### src/inc/fpl_pkg.sv
// Shared constants and carrier types for the front-panel status LED logic
package fpl_pkg;

	// ----------------------------------------
	// Timebase
	// ----------------------------------------
	localparam int CLK_PERIOD_NS = 8;
	localparam int MS_PERIOD_NS = 1000000;
	localparam int MS_CYCLES = MS_PERIOD_NS / CLK_PERIOD_NS;
	localparam int SLOW_BLINK_MS = 600;
	localparam int LAMP_TEST_MS = 500;
	localparam int FAULT_HOLD_MS = 5000;
	localparam int CNT_W = 20;
	localparam int MS_W = 13;

	// ----------------------------------------
	// Register map (byte addresses)
	// ----------------------------------------
	localparam logic [7:0] REG_CTRL = 8'h00;
	localparam logic [7:0] REG_FIELD = 8'h04;
	localparam logic [7:0] REG_REDUN = 8'h08;
	localparam logic [7:0] REG_STATUS = 8'h0C;
	localparam logic [31:0] CTRL_RST = 32'h0000_0000;
	localparam logic [31:0] FIELD_RST = 32'h0000_0000;
	localparam logic [31:0] REDUN_RST = 32'h0000_0000;
	localparam logic [31:0] CTRL_MASK = 32'h0000_0003;
	localparam logic [31:0] FIELD_MASK = 32'h0000_03FF;
	localparam logic [31:0] REDUN_MASK = 32'h0000_007F;

	// Control fields
	localparam int CTRL_LAMP_BIT = 0;
	localparam int CTRL_IPCONF_BIT = 1;
	// Fieldbus fields: two bits each, one per port
	localparam int FIELD_FITTED_LSB = 0;
	localparam int FIELD_OPER_LSB = 2;
	localparam int FIELD_FAULT_LSB = 4;
	localparam int FIELD_PROTO1_LSB = 6;
	localparam int FIELD_PROTO2_LSB = 8;
	localparam logic [1:0] PROTO_NONE = 2'h0;
	// Redundancy fields
	localparam int REDUN_CFG_LSB = 0;
	localparam int REDUN_RUN_LSB = 2;
	localparam int REDUN_PARTNER_LSB = 4;
	localparam int REDUN_SYNC_BIT = 6;
	// Status fields
	localparam int STAT_LAMP_BIT = 17;
	localparam int STAT_HOLD_BIT = 18;

	// ----------------------------------------
	// Carriers
	// ----------------------------------------
	typedef struct packed {
		logic [3:0] link;
		logic [3:0] act;
		logic [3:0] full;
		logic [3:0] col;
	} fpl_eth_pins_t;

	typedef struct packed {
		logic [1:0] phys;
		logic [1:0] logic_ok;
	} fpl_sys_pins_t;

	typedef struct packed {
		logic ess;
		logic redun;
		logic sys_a_grn;
		logic sys_a_yel;
		logic sys_b_grn;
		logic sys_b_yel;
		logic field_port_one;
		logic field_port_two;
		logic fb_fault;
		logic [3:0] eth_grn;
		logic [3:0] eth_yel;
	} fpl_led_t;

	localparam int PIN_W = 20;

endpackage

### src/logic/fpl_sync.sv
// Three-stage input synchroniser with agreement filter
`timescale 1ns/1ns
module fpl_sync #(
	parameter int WIDTH = 20
) (
	input wire logic CLOCK,
	input wire logic RST,
	input wire logic [WIDTH-1:0] D,
	output logic [WIDTH-1:0] Q
);

	typedef struct packed {
		logic [WIDTH-1:0] s1;
		logic [WIDTH-1:0] s2;
		logic [WIDTH-1:0] s3;
		logic [WIDTH-1:0] q;
	} fpl_sync_state_t;

	fpl_sync_state_t s;
	fpl_sync_state_t next_s;

	// Stage one feeds stage two only; a bit moves once stages two and three agree
	always_comb begin
		next_s = s;
		next_s.s1 = D;
		next_s.s2 = s.s1;
		next_s.s3 = s.s2;
		next_s.q = (s.s2 & s.s3) | (s.q & (s.s2 | s.s3));
	end

	always_ff @(posedge CLOCK or posedge RST) begin
		if (RST) begin
			s <= '0;
		end else begin
			s <= next_s;
		end
	end

	assign Q = s.q;

endmodule

### src/logic/fpl_leds.sv
// Front-panel status LED logic with classic Wishbone register slave
//
// How it works
// - Single-protocol LED on for non-redundant protocol
// - Single-protocol LED blinks if redundancy degraded
// - Single-protocol LED dark when all redundant
// - Redundancy LED on when all run redundantly
// - Redundancy LED blinks on sync or missing partner
// - Redundancy LED dark without redundant protocols
// - Bus LED green on with full connection
// - Bus LED blinks green without physical link
// - Bus LED blinks yellow without processor reach
// - Both bus LEDs dark when nothing connected
// - Fieldbus LED yellow while operating, else dark
// - Fault LED blinks, held at least 5 s
// - Green port LED on, follows traffic when active
// - Green port LED dark without partner
// - IP conflict makes all Ethernet LEDs blink
// - Yellow port LED shows full versus half duplex
// - Yellow port LED follows traffic on collisions
// - No submodule fitted keeps fieldbus LED dark
// - One protocol code per fieldbus port
// - Slow blink is 600 ms on, 600 off
// - Traffic blink follows data transfer itself
// - Lamp test lights all LEDs after reset
`timescale 1ns/1ns
module fpl_leds #(
	parameter int MS_CYCLES = fpl_pkg::MS_CYCLES,
	parameter int FAULT_HOLD_MS = fpl_pkg::FAULT_HOLD_MS
) (
	input wire logic CLOCK,
	input wire logic RST,
	input wire logic WB_CYC_I,
	input wire logic WB_STB_I,
	input wire logic WB_WE_I,
	input wire logic [7:0] WB_ADR_I,
	input wire logic [3:0] WB_SEL_I,
	input wire logic [31:0] WB_DAT_I,
	output logic [31:0] WB_DAT_O,
	output logic WB_ACK_O,
	input wire fpl_pkg::fpl_eth_pins_t ETH_PINS,
	input wire fpl_pkg::fpl_sys_pins_t SYS_PINS,
	output fpl_pkg::fpl_led_t LEDS
);

	// ----------------------------------------
	// Local constants
	// ----------------------------------------
	localparam logic [fpl_pkg::CNT_W-1:0] TICK_LAST = fpl_pkg::CNT_W'(MS_CYCLES - 1);
	localparam logic [fpl_pkg::MS_W-1:0] BLINK_LAST =
		fpl_pkg::MS_W'(fpl_pkg::SLOW_BLINK_MS - 1);
	localparam logic [fpl_pkg::MS_W-1:0] LAMP_LOAD = fpl_pkg::MS_W'(fpl_pkg::LAMP_TEST_MS);
	localparam logic [fpl_pkg::MS_W-1:0] HOLD_LOAD = fpl_pkg::MS_W'(FAULT_HOLD_MS);

	typedef struct packed {
		logic [fpl_pkg::CNT_W-1:0] tick_cnt;
		logic ms_tick;
		logic [fpl_pkg::MS_W-1:0] blink_cnt;
		logic blink;
		logic [fpl_pkg::MS_W-1:0] lamp_cnt;
		logic [fpl_pkg::MS_W-1:0] hold_cnt;
		logic [31:0] ctrl;
		logic [31:0] field;
		logic [31:0] redun;
		logic ack;
		logic [31:0] dat;
		fpl_pkg::fpl_led_t leds;
	} fpl_state_t;

	fpl_state_t s;
	fpl_state_t next_s;
	logic [fpl_pkg::PIN_W-1:0] pins_sync;
	fpl_pkg::fpl_eth_pins_t eth;
	fpl_pkg::fpl_sys_pins_t sys;

	// ----------------------------------------
	// Helpers
	// ----------------------------------------
	// Address match, shared by the write and read paths
	function automatic logic reg_hit(input logic [7:0] adr, input logic [7:0] off);
		reg_hit = (adr == off);
	endfunction

	// Byte-lane merge of a write into a stored word
	function automatic logic [31:0] merge_sel(input logic [31:0] old, input logic [31:0] wdat,
		input logic [3:0] sel, input logic [31:0] mask);
		logic [31:0] res;
		res = old;
		for (int b = 0; b < 4; b++) begin
			if (sel[b]) begin
				res[b*8 +: 8] = wdat[b*8 +: 8];
			end
		end
		merge_sel = res & mask;
	endfunction

	// ----------------------------------------
	// Pin synchronisation
	// ----------------------------------------
	fpl_sync #(
		.WIDTH(fpl_pkg::PIN_W)
	) u_sync (
		.CLOCK(CLOCK),
		.RST(RST),
		.D({ETH_PINS, SYS_PINS}),
		.Q(pins_sync)
	);

	assign eth = fpl_pkg::fpl_eth_pins_t'(pins_sync[fpl_pkg::PIN_W-1:4]);
	assign sys = fpl_pkg::fpl_sys_pins_t'(pins_sync[3:0]);

	// ----------------------------------------
	// Next-state logic
	// ----------------------------------------
	always_comb begin
		logic [1:0] fitted;
		logic [1:0] oper;
		logic [1:0] fault;
		logic [1:0] active;
		logic [1:0] cfg_red;
		logic [1:0] run_red;
		logic [1:0] partner;
		logic sync_busy;
		logic [1:0] red_used;
		logic [1:0] non_red;
		logic [1:0] degraded;
		logic no_sys;
		logic ipconf;
		logic lamp;
		fitted = '0;
		oper = '0;
		fault = '0;
		active = '0;
		cfg_red = '0;
		run_red = '0;
		partner = '0;
		sync_busy = 1'b0;
		red_used = '0;
		non_red = '0;
		degraded = '0;
		no_sys = 1'b0;
		ipconf = 1'b0;
		lamp = 1'b0;
		next_s = s;

		// Millisecond tick divided from the system clock
		if (s.tick_cnt >= TICK_LAST) begin
			next_s.tick_cnt = '0;
			next_s.ms_tick = 1'b1;
		end else begin
			next_s.tick_cnt = s.tick_cnt + 1'b1;
			next_s.ms_tick = 1'b0;
		end

		// Slow blink: phase flips every 600 ticks, so on and off are equal
		if (s.ms_tick) begin
			if (s.blink_cnt >= BLINK_LAST) begin
				next_s.blink_cnt = '0;
				next_s.blink = ~s.blink;
			end else begin
				next_s.blink_cnt = s.blink_cnt + 1'b1;
			end
		end

		// Lamp test counts down from reset release
		if (s.ms_tick && (s.lamp_cnt != '0)) begin
			next_s.lamp_cnt = s.lamp_cnt - 1'b1;
		end

		// Decode software-written status words
		fitted = s.field[fpl_pkg::FIELD_FITTED_LSB +: 2];
		oper = s.field[fpl_pkg::FIELD_OPER_LSB +: 2];
		fault = s.field[fpl_pkg::FIELD_FAULT_LSB +: 2];
		// A port holds a single protocol code, so it can never carry two
		active[0] = fitted[0] &&
			(s.field[fpl_pkg::FIELD_PROTO1_LSB +: 2] != fpl_pkg::PROTO_NONE);
		active[1] = fitted[1] &&
			(s.field[fpl_pkg::FIELD_PROTO2_LSB +: 2] != fpl_pkg::PROTO_NONE);
		cfg_red = s.redun[fpl_pkg::REDUN_CFG_LSB +: 2];
		run_red = s.redun[fpl_pkg::REDUN_RUN_LSB +: 2];
		partner = s.redun[fpl_pkg::REDUN_PARTNER_LSB +: 2];
		sync_busy = s.redun[fpl_pkg::REDUN_SYNC_BIT];
		red_used = active & cfg_red;
		non_red = active & ~cfg_red;
		degraded = red_used & ~run_red;
		ipconf = s.ctrl[fpl_pkg::CTRL_IPCONF_BIT];

		// Fault hold: reload while a fault stands, run down afterwards
		if (fault != '0) begin
			next_s.hold_cnt = HOLD_LOAD;
		end else if (s.ms_tick && (s.hold_cnt != '0)) begin
			next_s.hold_cnt = s.hold_cnt - 1'b1;
		end

		// Single-protocol redundancy LED; steady on takes priority
		if (non_red != '0) begin
			next_s.leds.ess = 1'b1;
		end else if (degraded != '0) begin
			next_s.leds.ess = s.blink;
		end else begin
			next_s.leds.ess = 1'b0;
		end

		// Redundancy LED
		if (red_used == '0) begin
			next_s.leds.redun = 1'b0;
		end else if (sync_busy || ((red_used & ~partner) != '0) || (degraded != '0)) begin
			next_s.leds.redun = s.blink;
		end else begin
			next_s.leds.redun = 1'b1;
		end

		// System bus LEDs, one pair per slot
		no_sys = (sys.phys == '0) && (sys.logic_ok == '0);
		next_s.leds.sys_a_grn = 1'b0;
		next_s.leds.sys_a_yel = 1'b0;
		next_s.leds.sys_b_grn = 1'b0;
		next_s.leds.sys_b_yel = 1'b0;
		if (!no_sys) begin
			if (sys.phys[0] && sys.logic_ok[0]) begin
				next_s.leds.sys_a_grn = 1'b1;
			end else if (!sys.phys[0]) begin
				next_s.leds.sys_a_grn = s.blink;
			end else begin
				next_s.leds.sys_a_yel = s.blink;
			end
			if (sys.phys[1] && sys.logic_ok[1]) begin
				next_s.leds.sys_b_grn = 1'b1;
			end else if (!sys.phys[1]) begin
				next_s.leds.sys_b_grn = s.blink;
			end else begin
				next_s.leds.sys_b_yel = s.blink;
			end
		end

		// Fieldbus activity needs a fitted submodule and a protocol
		next_s.leds.field_port_one = oper[0] && active[0];
		next_s.leds.field_port_two = oper[1] && active[1];
		next_s.leds.fb_fault = ((fault != '0) || (s.hold_cnt != '0)) && s.blink;

		// Ethernet ports; activity level gates the LED so it flickers with frames
		for (int p = 0; p < 4; p++) begin
			if (ipconf) begin
				next_s.leds.eth_grn[p] = s.blink;
				next_s.leds.eth_yel[p] = s.blink;
			end else begin
				next_s.leds.eth_grn[p] = eth.link[p] && !eth.act[p];
				if (eth.col[p]) begin
					next_s.leds.eth_yel[p] = !eth.act[p];
				end else begin
					next_s.leds.eth_yel[p] = eth.full[p];
				end
			end
		end

		// Lamp test overrides everything while it runs
		lamp = (s.lamp_cnt != '0) || s.ctrl[fpl_pkg::CTRL_LAMP_BIT];
		if (lamp) begin
			next_s.leds = '1;
		end

		// Wishbone classic slave: one wait state, ack for one cycle
		next_s.ack = 1'b0;
		if (WB_CYC_I && WB_STB_I && !s.ack) begin
			next_s.ack = 1'b1;
			next_s.dat = '0;
			if (WB_WE_I) begin
				if (reg_hit(WB_ADR_I, fpl_pkg::REG_CTRL)) begin
					next_s.ctrl = merge_sel(s.ctrl, WB_DAT_I, WB_SEL_I, fpl_pkg::CTRL_MASK);
				end else if (reg_hit(WB_ADR_I, fpl_pkg::REG_FIELD)) begin
					next_s.field = merge_sel(s.field, WB_DAT_I, WB_SEL_I, fpl_pkg::FIELD_MASK);
				end else if (reg_hit(WB_ADR_I, fpl_pkg::REG_REDUN)) begin
					next_s.redun = merge_sel(s.redun, WB_DAT_I, WB_SEL_I, fpl_pkg::REDUN_MASK);
				end
			end else begin
				if (reg_hit(WB_ADR_I, fpl_pkg::REG_CTRL)) begin
					next_s.dat = s.ctrl;
				end else if (reg_hit(WB_ADR_I, fpl_pkg::REG_FIELD)) begin
					next_s.dat = s.field;
				end else if (reg_hit(WB_ADR_I, fpl_pkg::REG_REDUN)) begin
					next_s.dat = s.redun;
				end else if (reg_hit(WB_ADR_I, fpl_pkg::REG_STATUS)) begin
					next_s.dat[16:0] = s.leds;
					next_s.dat[fpl_pkg::STAT_LAMP_BIT] = lamp;
					next_s.dat[fpl_pkg::STAT_HOLD_BIT] = (s.hold_cnt != '0);
				end
			end
		end
	end

	// ----------------------------------------
	// State register
	// ----------------------------------------
	// Reset lights nothing; the lamp counter starts full so the test runs at once
	always_ff @(posedge CLOCK or posedge RST) begin
		if (RST) begin
			s <= '0;
			s.lamp_cnt <= LAMP_LOAD;
			s.ctrl <= fpl_pkg::CTRL_RST;
			s.field <= fpl_pkg::FIELD_RST;
			s.redun <= fpl_pkg::REDUN_RST;
		end else begin
			s <= next_s;
		end
	end

	assign WB_DAT_O = s.dat;
	assign WB_ACK_O = s.ack;
	assign LEDS = s.leds;

endmodule

### config.mk
export PLATFORM = sky130hd
export DESIGN_NAME = fpl_leds
export DESIGN_NICKNAME = d
export VERILOG_FILES = /design/src/inc/fpl_pkg.sv /design/src/logic/fpl_sync.sv /design/src/logic/fpl_leds.sv
export SDC_FILE = /design/constraint.sdc
export NUM_CORES = 1
export LEC_CHECK = 0
export BUFFER_PORTS_ARGS = -buffer_cell sky130_fd_sc_hd__buf_2
export CORE_UTILIZATION = 53
export CTS_CLUSTER_DIAMETER = 50
export DETAILED_ROUTE_END_ITERATION = 16
export GPL_ROUTABILITY_DRIVEN = 0
export PLACE_DENSITY = 0.75
export SYNTH_ARGS = -nofsm -noshare
export SYNTH_HDL_FRONTEND = slang
export SYNTH_SLANG_ARGS = --single-unit
### constraint.sdc
create_clock -name CLOCK -period 12.3 [get_ports CLOCK]
set_clock_uncertainty 0.05 [all_clocks]
set_input_delay 0.615 -clock CLOCK [delete_from_list [all_inputs] [get_ports CLOCK]]
set_output_delay 0.615 -clock CLOCK [all_outputs]
set_load 0.02 [all_outputs]
Word level (Yosys, flattened, before mapping)
Cells that the tools add are included.
{ "totals": {"register_bits": 210, "latchBits": 0, "ramBits": 0, "rom_bits": 0, "input_bits": 69, "out_inout_bits": 50, "word_cells": 129, "memories": 0} }
{ "op_classes": {"add_sub_neg": 4, "n_mul": 0, "n_div": 0, "order_cmp": 2, "n_eq_ne": 3, "shift": 0, "mux": 36, "bitwise_logic": 14, "reduce_logical": 43} }
{ "ops": {"columns": ["op", "count"], "rows": [
  ["19-bit 2-to-1 mux", 5],
  ["20-bit bitwise AND", 2],
  ["20-bit bitwise OR", 2],
  ["13-bit 2-to-1 mux", 3],
  ["33-bit 2-to-1 mux", 1],
  ["13-bit nonzero test", 2],
  ["13-bit by 1-bit subtractor with 13-bit output, second input constant", 2],
  ["1-bit 2-to-1 mux", 24],
  ["21-bit 2-to-1 mux", 1],
  ["20-bit by 1-bit adder with 20-bit output, second input constant", 1],
  ["20-bit by 17-bit >= comparator with 1-bit output, second input constant", 1],
  ["17-bit 2-to-1 mux", 1],
  ["8-bit by 4-bit == test with 1-bit output, second input constant", 2],
  ["1-bit logical AND", 16],
  ["2-bit nonzero test", 7],
  ["13-bit by 1-bit adder with 13-bit output, second input constant", 1],
  ["13-bit by 10-bit >= comparator with 1-bit output, second input constant", 1],
  ["5-bit AND reduction", 2],
  ["2-bit bitwise AND", 4],
  ["8-bit by 3-bit == test with 1-bit output, second input constant", 1],
  ["8-bit zero test", 1],
  ["2-bit zero test", 3],
  ["2-bit NOT", 3],
  ["6-bit AND reduction", 1],
  ["other kinds (6)", 15]
]} }

Logic depth before layout (Yosys ltp)
Gate-level depths: netlist of the first run.
{ "depth": {"depth_word": 10, "ltp_mapped": 8, "ltp_nobuf": 7} }

By module
A second synthesis of the first run with hierarchy kept.
{ "unflattened": {"cells_unflattened": 703, "area_unflattened_um2": 8237.9} }
{ "modules_own_cells": {"columns": ["mod", "n_inst", "cells_per_inst", "area_each_um2", "seq_area_each_um2"], "rows": [
  ["fpl_leds", 1, 582, 5856.9, 2935.3],
  ["fpl_sync", 1, 121, 2381.0, 2001.9]
]} }

Least setup slack after synthesis of the first run
Ideal clock, no wire load.
{ "synth_timing": {"path_kind": "input to register", "start": "input WB_ADR_I[1]", "end": "register s[50] (netlist name)", "setup_time_ns": 0.125, "arrival_ns": 2.106, "required_ns": 12.125, "slack_ns": 10.019, "path_stages": 4, "path_buffers": 0, "cell_sequence": "or4_1 > nor4_2 > nand4_1 > mux2_2"} }
{ "synth_between": {"elab_chain_len": 3, "word_cells_on_any_way": 6, "cone_classes": "eq/ne: 2; bitwise: 2; reduce/logical: 2"} }
{ "synth_lines": {"columns": ["element", "line", "text"], "rows": [
  ["start: declaration", "fpl_leds.sv:36", "input wire logic [7:0] WB_ADR_I,"],
  ["8-bit by 3-bit == test with 1-bit output or 8-bit zero test (tied branches)", "fpl_leds.sv:81", "reg_hit = (adr == off);"],
  ["1-bit NOT (no line)", null, null],
  ["6-bit AND reduction (no line) (*)", null, null],
  ["end signal: assignment", "fpl_leds.sv:303", "s <= next_s;"],
  ["end: declaration", "fpl_leds.sv:70", "fpl_state_t s;"]
]} }
Every way passes the cells marked *; elsewhere a longest branch is shown, timed or not.
A chain may end at the register's enable or synchronous reset.

Worst setup path in the final report of the first run
{ "layout_timing": {"start": "register s (netlist bit WB_ACK_O)", "end": "register s[53] (netlist name)"} }
{ "layout_between": {"elab_chain_len": 3} }
{ "layout_lines": {"columns": ["element", "line", "text"], "rows": [
  ["1-bit zero test", "fpl_leds.sv:264", "if (WB_CYC_I && WB_STB_I && !s.ack) begin"],
  ["1-bit logical AND", "fpl_leds.sv:264", null],
  ["6-bit AND reduction (no line)", null, null]
]} }
Every way passes these cells.

==> impl_metrics.tcl, run 1 <==
set metrics [dict create \
    status "completed" \
    io_buffers 81 \
    start_util_pct 54.6 \
    nets 780 \
    clk_pin_slew_ns 0.07 \
    synth.ff_latch_count 197 \
    syn_inst 654 \
    num_vias 4899 \
    rsz0062_at_grt "false" \
    tightest_slew_ns 1.17 \
    drive_gt1_share_pct 21.9 \
    numCtsBuffers 17 \
    grt_pass1_wl_mm 24.3 \
    grt_max_degree 112 \
    max_slew_margin_pct 21.8 \
    slew_viol_final 0 \
    clockRootBuffer "clkbuf_16" \
    crit_fanout 21 \
    power.leakage_nw 4.18 \
    drv_cap 0 \
    crit_required_ns 12.56 \
    cts_max_path_buffers 2 \
    report.power.total_mw 1.41 \
    routed_wl_mm 14.0 \
    postCtsSetupRepairBufs 0 \
    insertion_delay_ns 0.43 \
    min-delay-start "ETH_PINS[0]" \
    max-vdd-ir-drop_mv 0.135 \
    io_pins 119 \
    r2r_slack_ns 9.60 \
    synth_edf_count 0 \
    core_mm2 0.0146 \
    r2r_cells 4 \
    r2r_end "s[53]$_DFFE_PP0P_" \
    track_usage_pct 19.7 \
    final_cell_mix "dfrtp_1 (191), buf_2 (81), nor2_1 (66)" \
    finalSetupViolations 0 \
    synth_ff_type "dfrtp_1" \
    ctsHtreeMaxLevel 4 \
    synthTopCellsByArea "dfrtp_1 (60%), buf_4 (4.6%), mux2_2 (3.4%), nor2_1 (3.1%), xnor2_1 (2.5%)" \
    startpoint "WB_ACK_O$_DFF_PP0_" \
    async_flop_share_pct 100 \
    grt_pass1_vias 5047 \
    rows 44 \
    fin_crit_sh_pct 22.0 \
    crit_chain "nand3b_1 > nor4_2 > nand4_1 > mux2_2" \
    final_common_cell "dfrtp_1" \
    hold_depth 1 \
    yosysSeqAreaShare_pct 62.0 \
    hold_buffers 0 \
    crit_arrival_ns 2.96 \
    drt_iter0_markers 393 \
    path_buf_inv 0 \
    area_delta_synth_final_pct 10.1 \
    cts_tree "built" \
    hpwl_mm 9.40 \
    path_class "register to register" \
    wl_per_cell_um 15.6 \
    finalHoldViolations 0 \
    hold_path_class "input port to register" \
    cp-start-kind "register" \
    critPathCaptureType "register" \
    cts_resized 0 \
    drc_errors 0 \
    drtAntennaViolNets 0 \
    avgSynthCellArea_um2 12.2 \
    slowest_stage "nor4_2" \
    yosysTopAreaCell "dfrtp_1" \
    num-fill-cells 1139 \
    clock_sinks 197 \
    reg2reg_from "WB_ACK_O$_DFF_PP0_" \
    synth_area_mm2 0.00796 \
    power.density_mw_per_mm2 161 \
    yosysWarnings 0 \
    diodes 0 \
    viasPerCell 5.44 \
    period_minus_slack_ns 2.70 \
    grt_antenna_before_repair 0 \
    critPathMaxStageDelay_ns 0.66 \
    drtPass1Iterations 5 \
    fmax_mhz 370 \
    yosys.area.top_type_share_pct 60.1 \
    die_x_um 125 \
    setup_tns_ns 0 \
    chipHeight_um 125 \
    overflow 0 \
    yosysUniqueCellTypes 60 \
    die_area_mm2 0.0155 \
    holdPathEnd "u_sync.next_s[44]$_DFF_PP0_" \
    path_delay_family "simple AND/OR/NAND/NOR gates" \
]
## state kept, by name, summed over array words and instances, names as in the netlist
name           flops
LEDS              17
u_sync.Q          20
u_sync.next_s     40
s                 80
u_sync.s          20
WB_DAT_O          19
WB_ACK_O           1
## worst register-to-register path, cell delays in order, from the launching register on
cell	delay, ns
dfrtp_1	0.37
nand3b_1	0.61
nor4_2	0.66
nand4_1	0.47
mux2_2	0.42
## cell type report
type / instances / area (µm²) / area share (%)
flip-flops and latches: 197 / 4940 / 56.3
multi-input cells: 393 / 2580 / 29.5
clock buffers: 19 / 443 / 5.05
repair buffers: 82 / 413 / 4.71
well taps: 184 / 230 / 2.63
clock inverters: 11 / 93.8 / 1.07
inverters: 15 / 63.8 / 0.728
## report_power, final
group | internal (mW) | switching (mW) | leakage (nW) | total [mW]
combinational | 0.0673 | 0.0848 | 1.44 | 0.152
clock | 0.267 | 0.240 | 0.263 | 0.507
sequential | 0.702 | 0.0527 | 2.48 | 0.755
## cells by family after synthesis
family          count (synthesis)  synth area share, %
compound gates                 75                 6.37
xor+xnor                       38                 4.18
fa+ha+maj                      25                 3.30
buf+inv                        79                 6.24
flops                         197                 62.0
mux                            31                 4.59
other cells                     1               0.0471
simple gates                  208                 13.2
## cell usage after synthesis, types with 4 or more instances
master and instances:
dfrtp_1 191, nor2_1 66, buf_4 49, nand2_1 48, mux2_2 24, xnor2_1 23
nand3_1 21, maj3_1 20, o21ai_0 19, inv_1 15, xor2_1 15, nor3_1 12
a21oi_1 11, clkbuf_1 10, a22o_1 9, nor4_1 9, nor2b_1 8, dfstp_2 6
a22oi_1 5, ha_1 5, mux2i_1 5, nand2b_1 5, a221o_1 4, a31oi_1 4
and3_1 4, nand4_1 4, o22ai_1 4, o31ai_1 4
## metrics by stage
| step | cell area (µm²) | util [%] | setup slack, ns | instances | hold WS [ns] |
|---|---|---|---|---|---|
| after detailed placement | 8230 | 56.4 | 9.36 | 871 | 0.285 |
| after global routing | 8760 | 60.1 | 9.38 | 901 | 0.220 |
| final | 8760 | 60.1 | 9.60 | 901 | 0.237 |
| after global placement | 8230 | 56.4 | 9.43 | 871 | 0.282 |
| after CTS | 8760 | 60.1 | 9.58 | 901 | 0.225 |
| after floorplan | 8020 | - | 6.28 | 669 | 0.281 |
## worst max path at each step
stage                         to  depth (start not counted)
3_5_place_dp   s[53]$_DFFE_PP0P_                          5
3_3_place_gp   s[56]$_DFFE_PP0P_                          5
4_1_cts        s[54]$_DFFE_PP0P_                          4
5_1_grt        s[53]$_DFFE_PP0P_                          4
2_1_floorplan  LEDS[0]$_DFF_PP0_                          1
6_report       s[53]$_DFFE_PP0P_                          4
## layer usage
| layer | vias up | wire length [µm] | global-route usage, % |
|---|---|---|---|
| met5 | - | 0 | 0 |
| met3 | 28 | 697 | 4.94 |
| met4 | 0 | 320 | 7.37 |
| li1 | 2301 | - | - |
| met1 | 2417 | 6110 | 25.7 |
| met2 | 153 | 6890 | 31.9 |
(Power assumes the default switching activity.)
==> run 2: changes to the inputs <==
- CORE_UTILIZATION: 53 -> 51
- clock period: 12.3 -> 2.4 ns (I/O delays scaled with it)
==> impl_metrics.tcl, run 2 (same netlist as run 1, synthesis figures left out) <==
set metrics [dict create \
    status "completed" \
    routed_wl_mm 14.4 \
    fmax_mhz 430 \
    max_slew_margin_pct 52.6 \
    clk_pin_slew_ns 0.07 \
    num-fill-cells 1150 \
    io_buffers 81 \
    critPathCaptureType "register" \
    power.leakage_nw 4.40 \
    tightest_slew_ns 0.711 \
    drtPass1Iterations 5 \
    power.density_mw_per_mm2 825 \
    design_area_mm2 0.00927 \
    clock_sinks 197 \
    clockRootBuffer "clkbuf_16" \
    reg2reg_from "s[168]$_DFFE_PP0P_" \
    crit_required_ns 2.67 \
    slew_viol_final 0 \
    wl_per_cell_um 15.1 \
    chipHeight_um 127 \
    hold_path_class "input port to register" \
    path_class "register to register" \
    hpwl_mm 9.73 \
    finalHoldViolations 0 \
    largest-register "s" \
    area_delta_synth_final_pct 16.4 \
    drv_cap 0 \
    insertion_delay_ns 0.44 \
    fin_crit_sh_pct 96.9 \
    cts_tree "built" \
    cts_max_path_buffers 2 \
    r2r_end "LEDS[10]$_DFF_PP0_" \
    diodes 0 \
    hold_slack_ns 0.0247 \
    viasPerCell 5.34 \
    grt_max_degree 144 \
    io_pins 119 \
    num_vias 5074 \
    report.power.total_mw 7.65 \
    multi_input_area_mm2 0.00258 \
    ctsHtreeMaxLevel 4 \
    cp-start-kind "register" \
    start_util_pct 52.4 \
    r2r_cells 6 \
    hold_depth 3 \
    drtAntennaViolNets 0 \
    final_common_cell "dfrtp_1" \
    rows 45 \
    crit_arrival_ns 2.60 \
    place_ws_ns 0.0488 \
    r2r_slack_ns 0.07 \
    period_minus_slack_ns 2.33 \
    die_x_um 127 \
    cts_resized 0 \
    min-delay-start "WB_SEL_I[1]" \
    grt_pass1_wl_mm 24.1 \
    max-vdd-ir-drop_mv 0.705 \
    numCtsBuffers 17 \
    drt_iter0_markers 308 \
    grt_antenna_before_repair 0 \
    nets 823 \
    drive_gt1_share_pct 22.3 \
    finalSetupViolations 0 \
    grt_pass1_vias 5082 \
    core_mm2 0.0152 \
    holdPathEnd "s[90]$_DFFE_PP0P_" \
    overflow 0 \
    crit_fanout 7 \
    rsz0062_at_grt "false" \
    finalWorstSetupSlack_ns 0.0737 \
    seq_area_mm2 0.00494 \
    die_area_mm2 0.0161 \
    track_usage_pct 19.4 \
    dpl_cell_area_mm2 0.00831 \
    drc_errors 0 \
    final_cell_mix "dfrtp_1 (191), buf_2 (81), nor2_1 (66)" \
    largest_reg_flops 80 \
]
## run 2: per-stage QoR
stage          instances  util (%)  TNS [ns]
2_1_floorplan        669         -    -59.49
3_3_place_gp         884      54.6         0
3_5_place_dp         884      54.6         0
4_1_cts              949      60.9         0
5_1_grt              950      61.0         0
6_report             950      61.0         0
## run 2: how the worst max path moves through the flow
| stage | start | end | slack [ns] | depth (start not counted) |
|---|---|---|---|---|
| floorplan | RST | LEDS[0]$_DFF_PP0_ | -0.31 | 1 |
| global placement | s[168]$_DFFE_PP0P_ | LEDS[15]$_DFF_PP0_ | 0.09 | 6 |
| detailed placement | s[168]$_DFFE_PP0P_ | LEDS[10]$_DFF_PP0_ | 0.05 | 6 |
| CTS | s[168]$_DFFE_PP0P_ | LEDS[10]$_DFF_PP0_ | 0.04 | 6 |
| global route | s[168]$_DFFE_PP0P_ | LEDS[10]$_DFF_PP0_ | 0.02 | 6 |
| finish | s[168]$_DFFE_PP0P_ | LEDS[10]$_DFF_PP0_ | 0.07 | 6 |
## run 2: cell type report
class | count | share of cell area [%]
Clock buffer | 18 | 4.74
Clock inverter | 14 | 1.97
Inverter | 15 | 0.648
Multi-Input combinational cell | 393 | 27.9
Sequential cell | 197 | 53.3
Tap cell | 188 | 2.54
Timing Repair Buffer | 125 | 8.97
## run 2: what timing repair did
| item | in CTS | in global routing |
|---|---|---|
| hold buffers | 33 | 0 |
| endpoints found under the hold margin | 232 | 0 |
| endpoints found under the setup margin | 0 | 7 |
| setup buffers | 0 | 1 |
## run 2: per-layer routing
metal	vias up	GRT usage, %	part of all wire (%)
li1	2383	-	-
met1	2528	24.7	44
met2	132	31.3	49
met3	31	5.27	4.1
met4	0	8.33	2.4
met5	-	0	0
## run 2: report_power, final
group | internal [mW] | switching, mW | total [mW]
Combinational | 0.392 | 0.449 | 0.841
Sequential | 3.60 | 0.268 | 3.87
Clock | 1.62 | 1.32 | 2.94
Total | 5.61 | 2.04 | 7.65
## run 2: worst max-delay path: stages (launching register included)
cell and delay [ns]:
dfrtp_1 0.40, or3_4 0.39, or4b_4 0.56, or3_4 0.41
nor2_4 0.16, buf_4 0.17, nand2_1 0.07
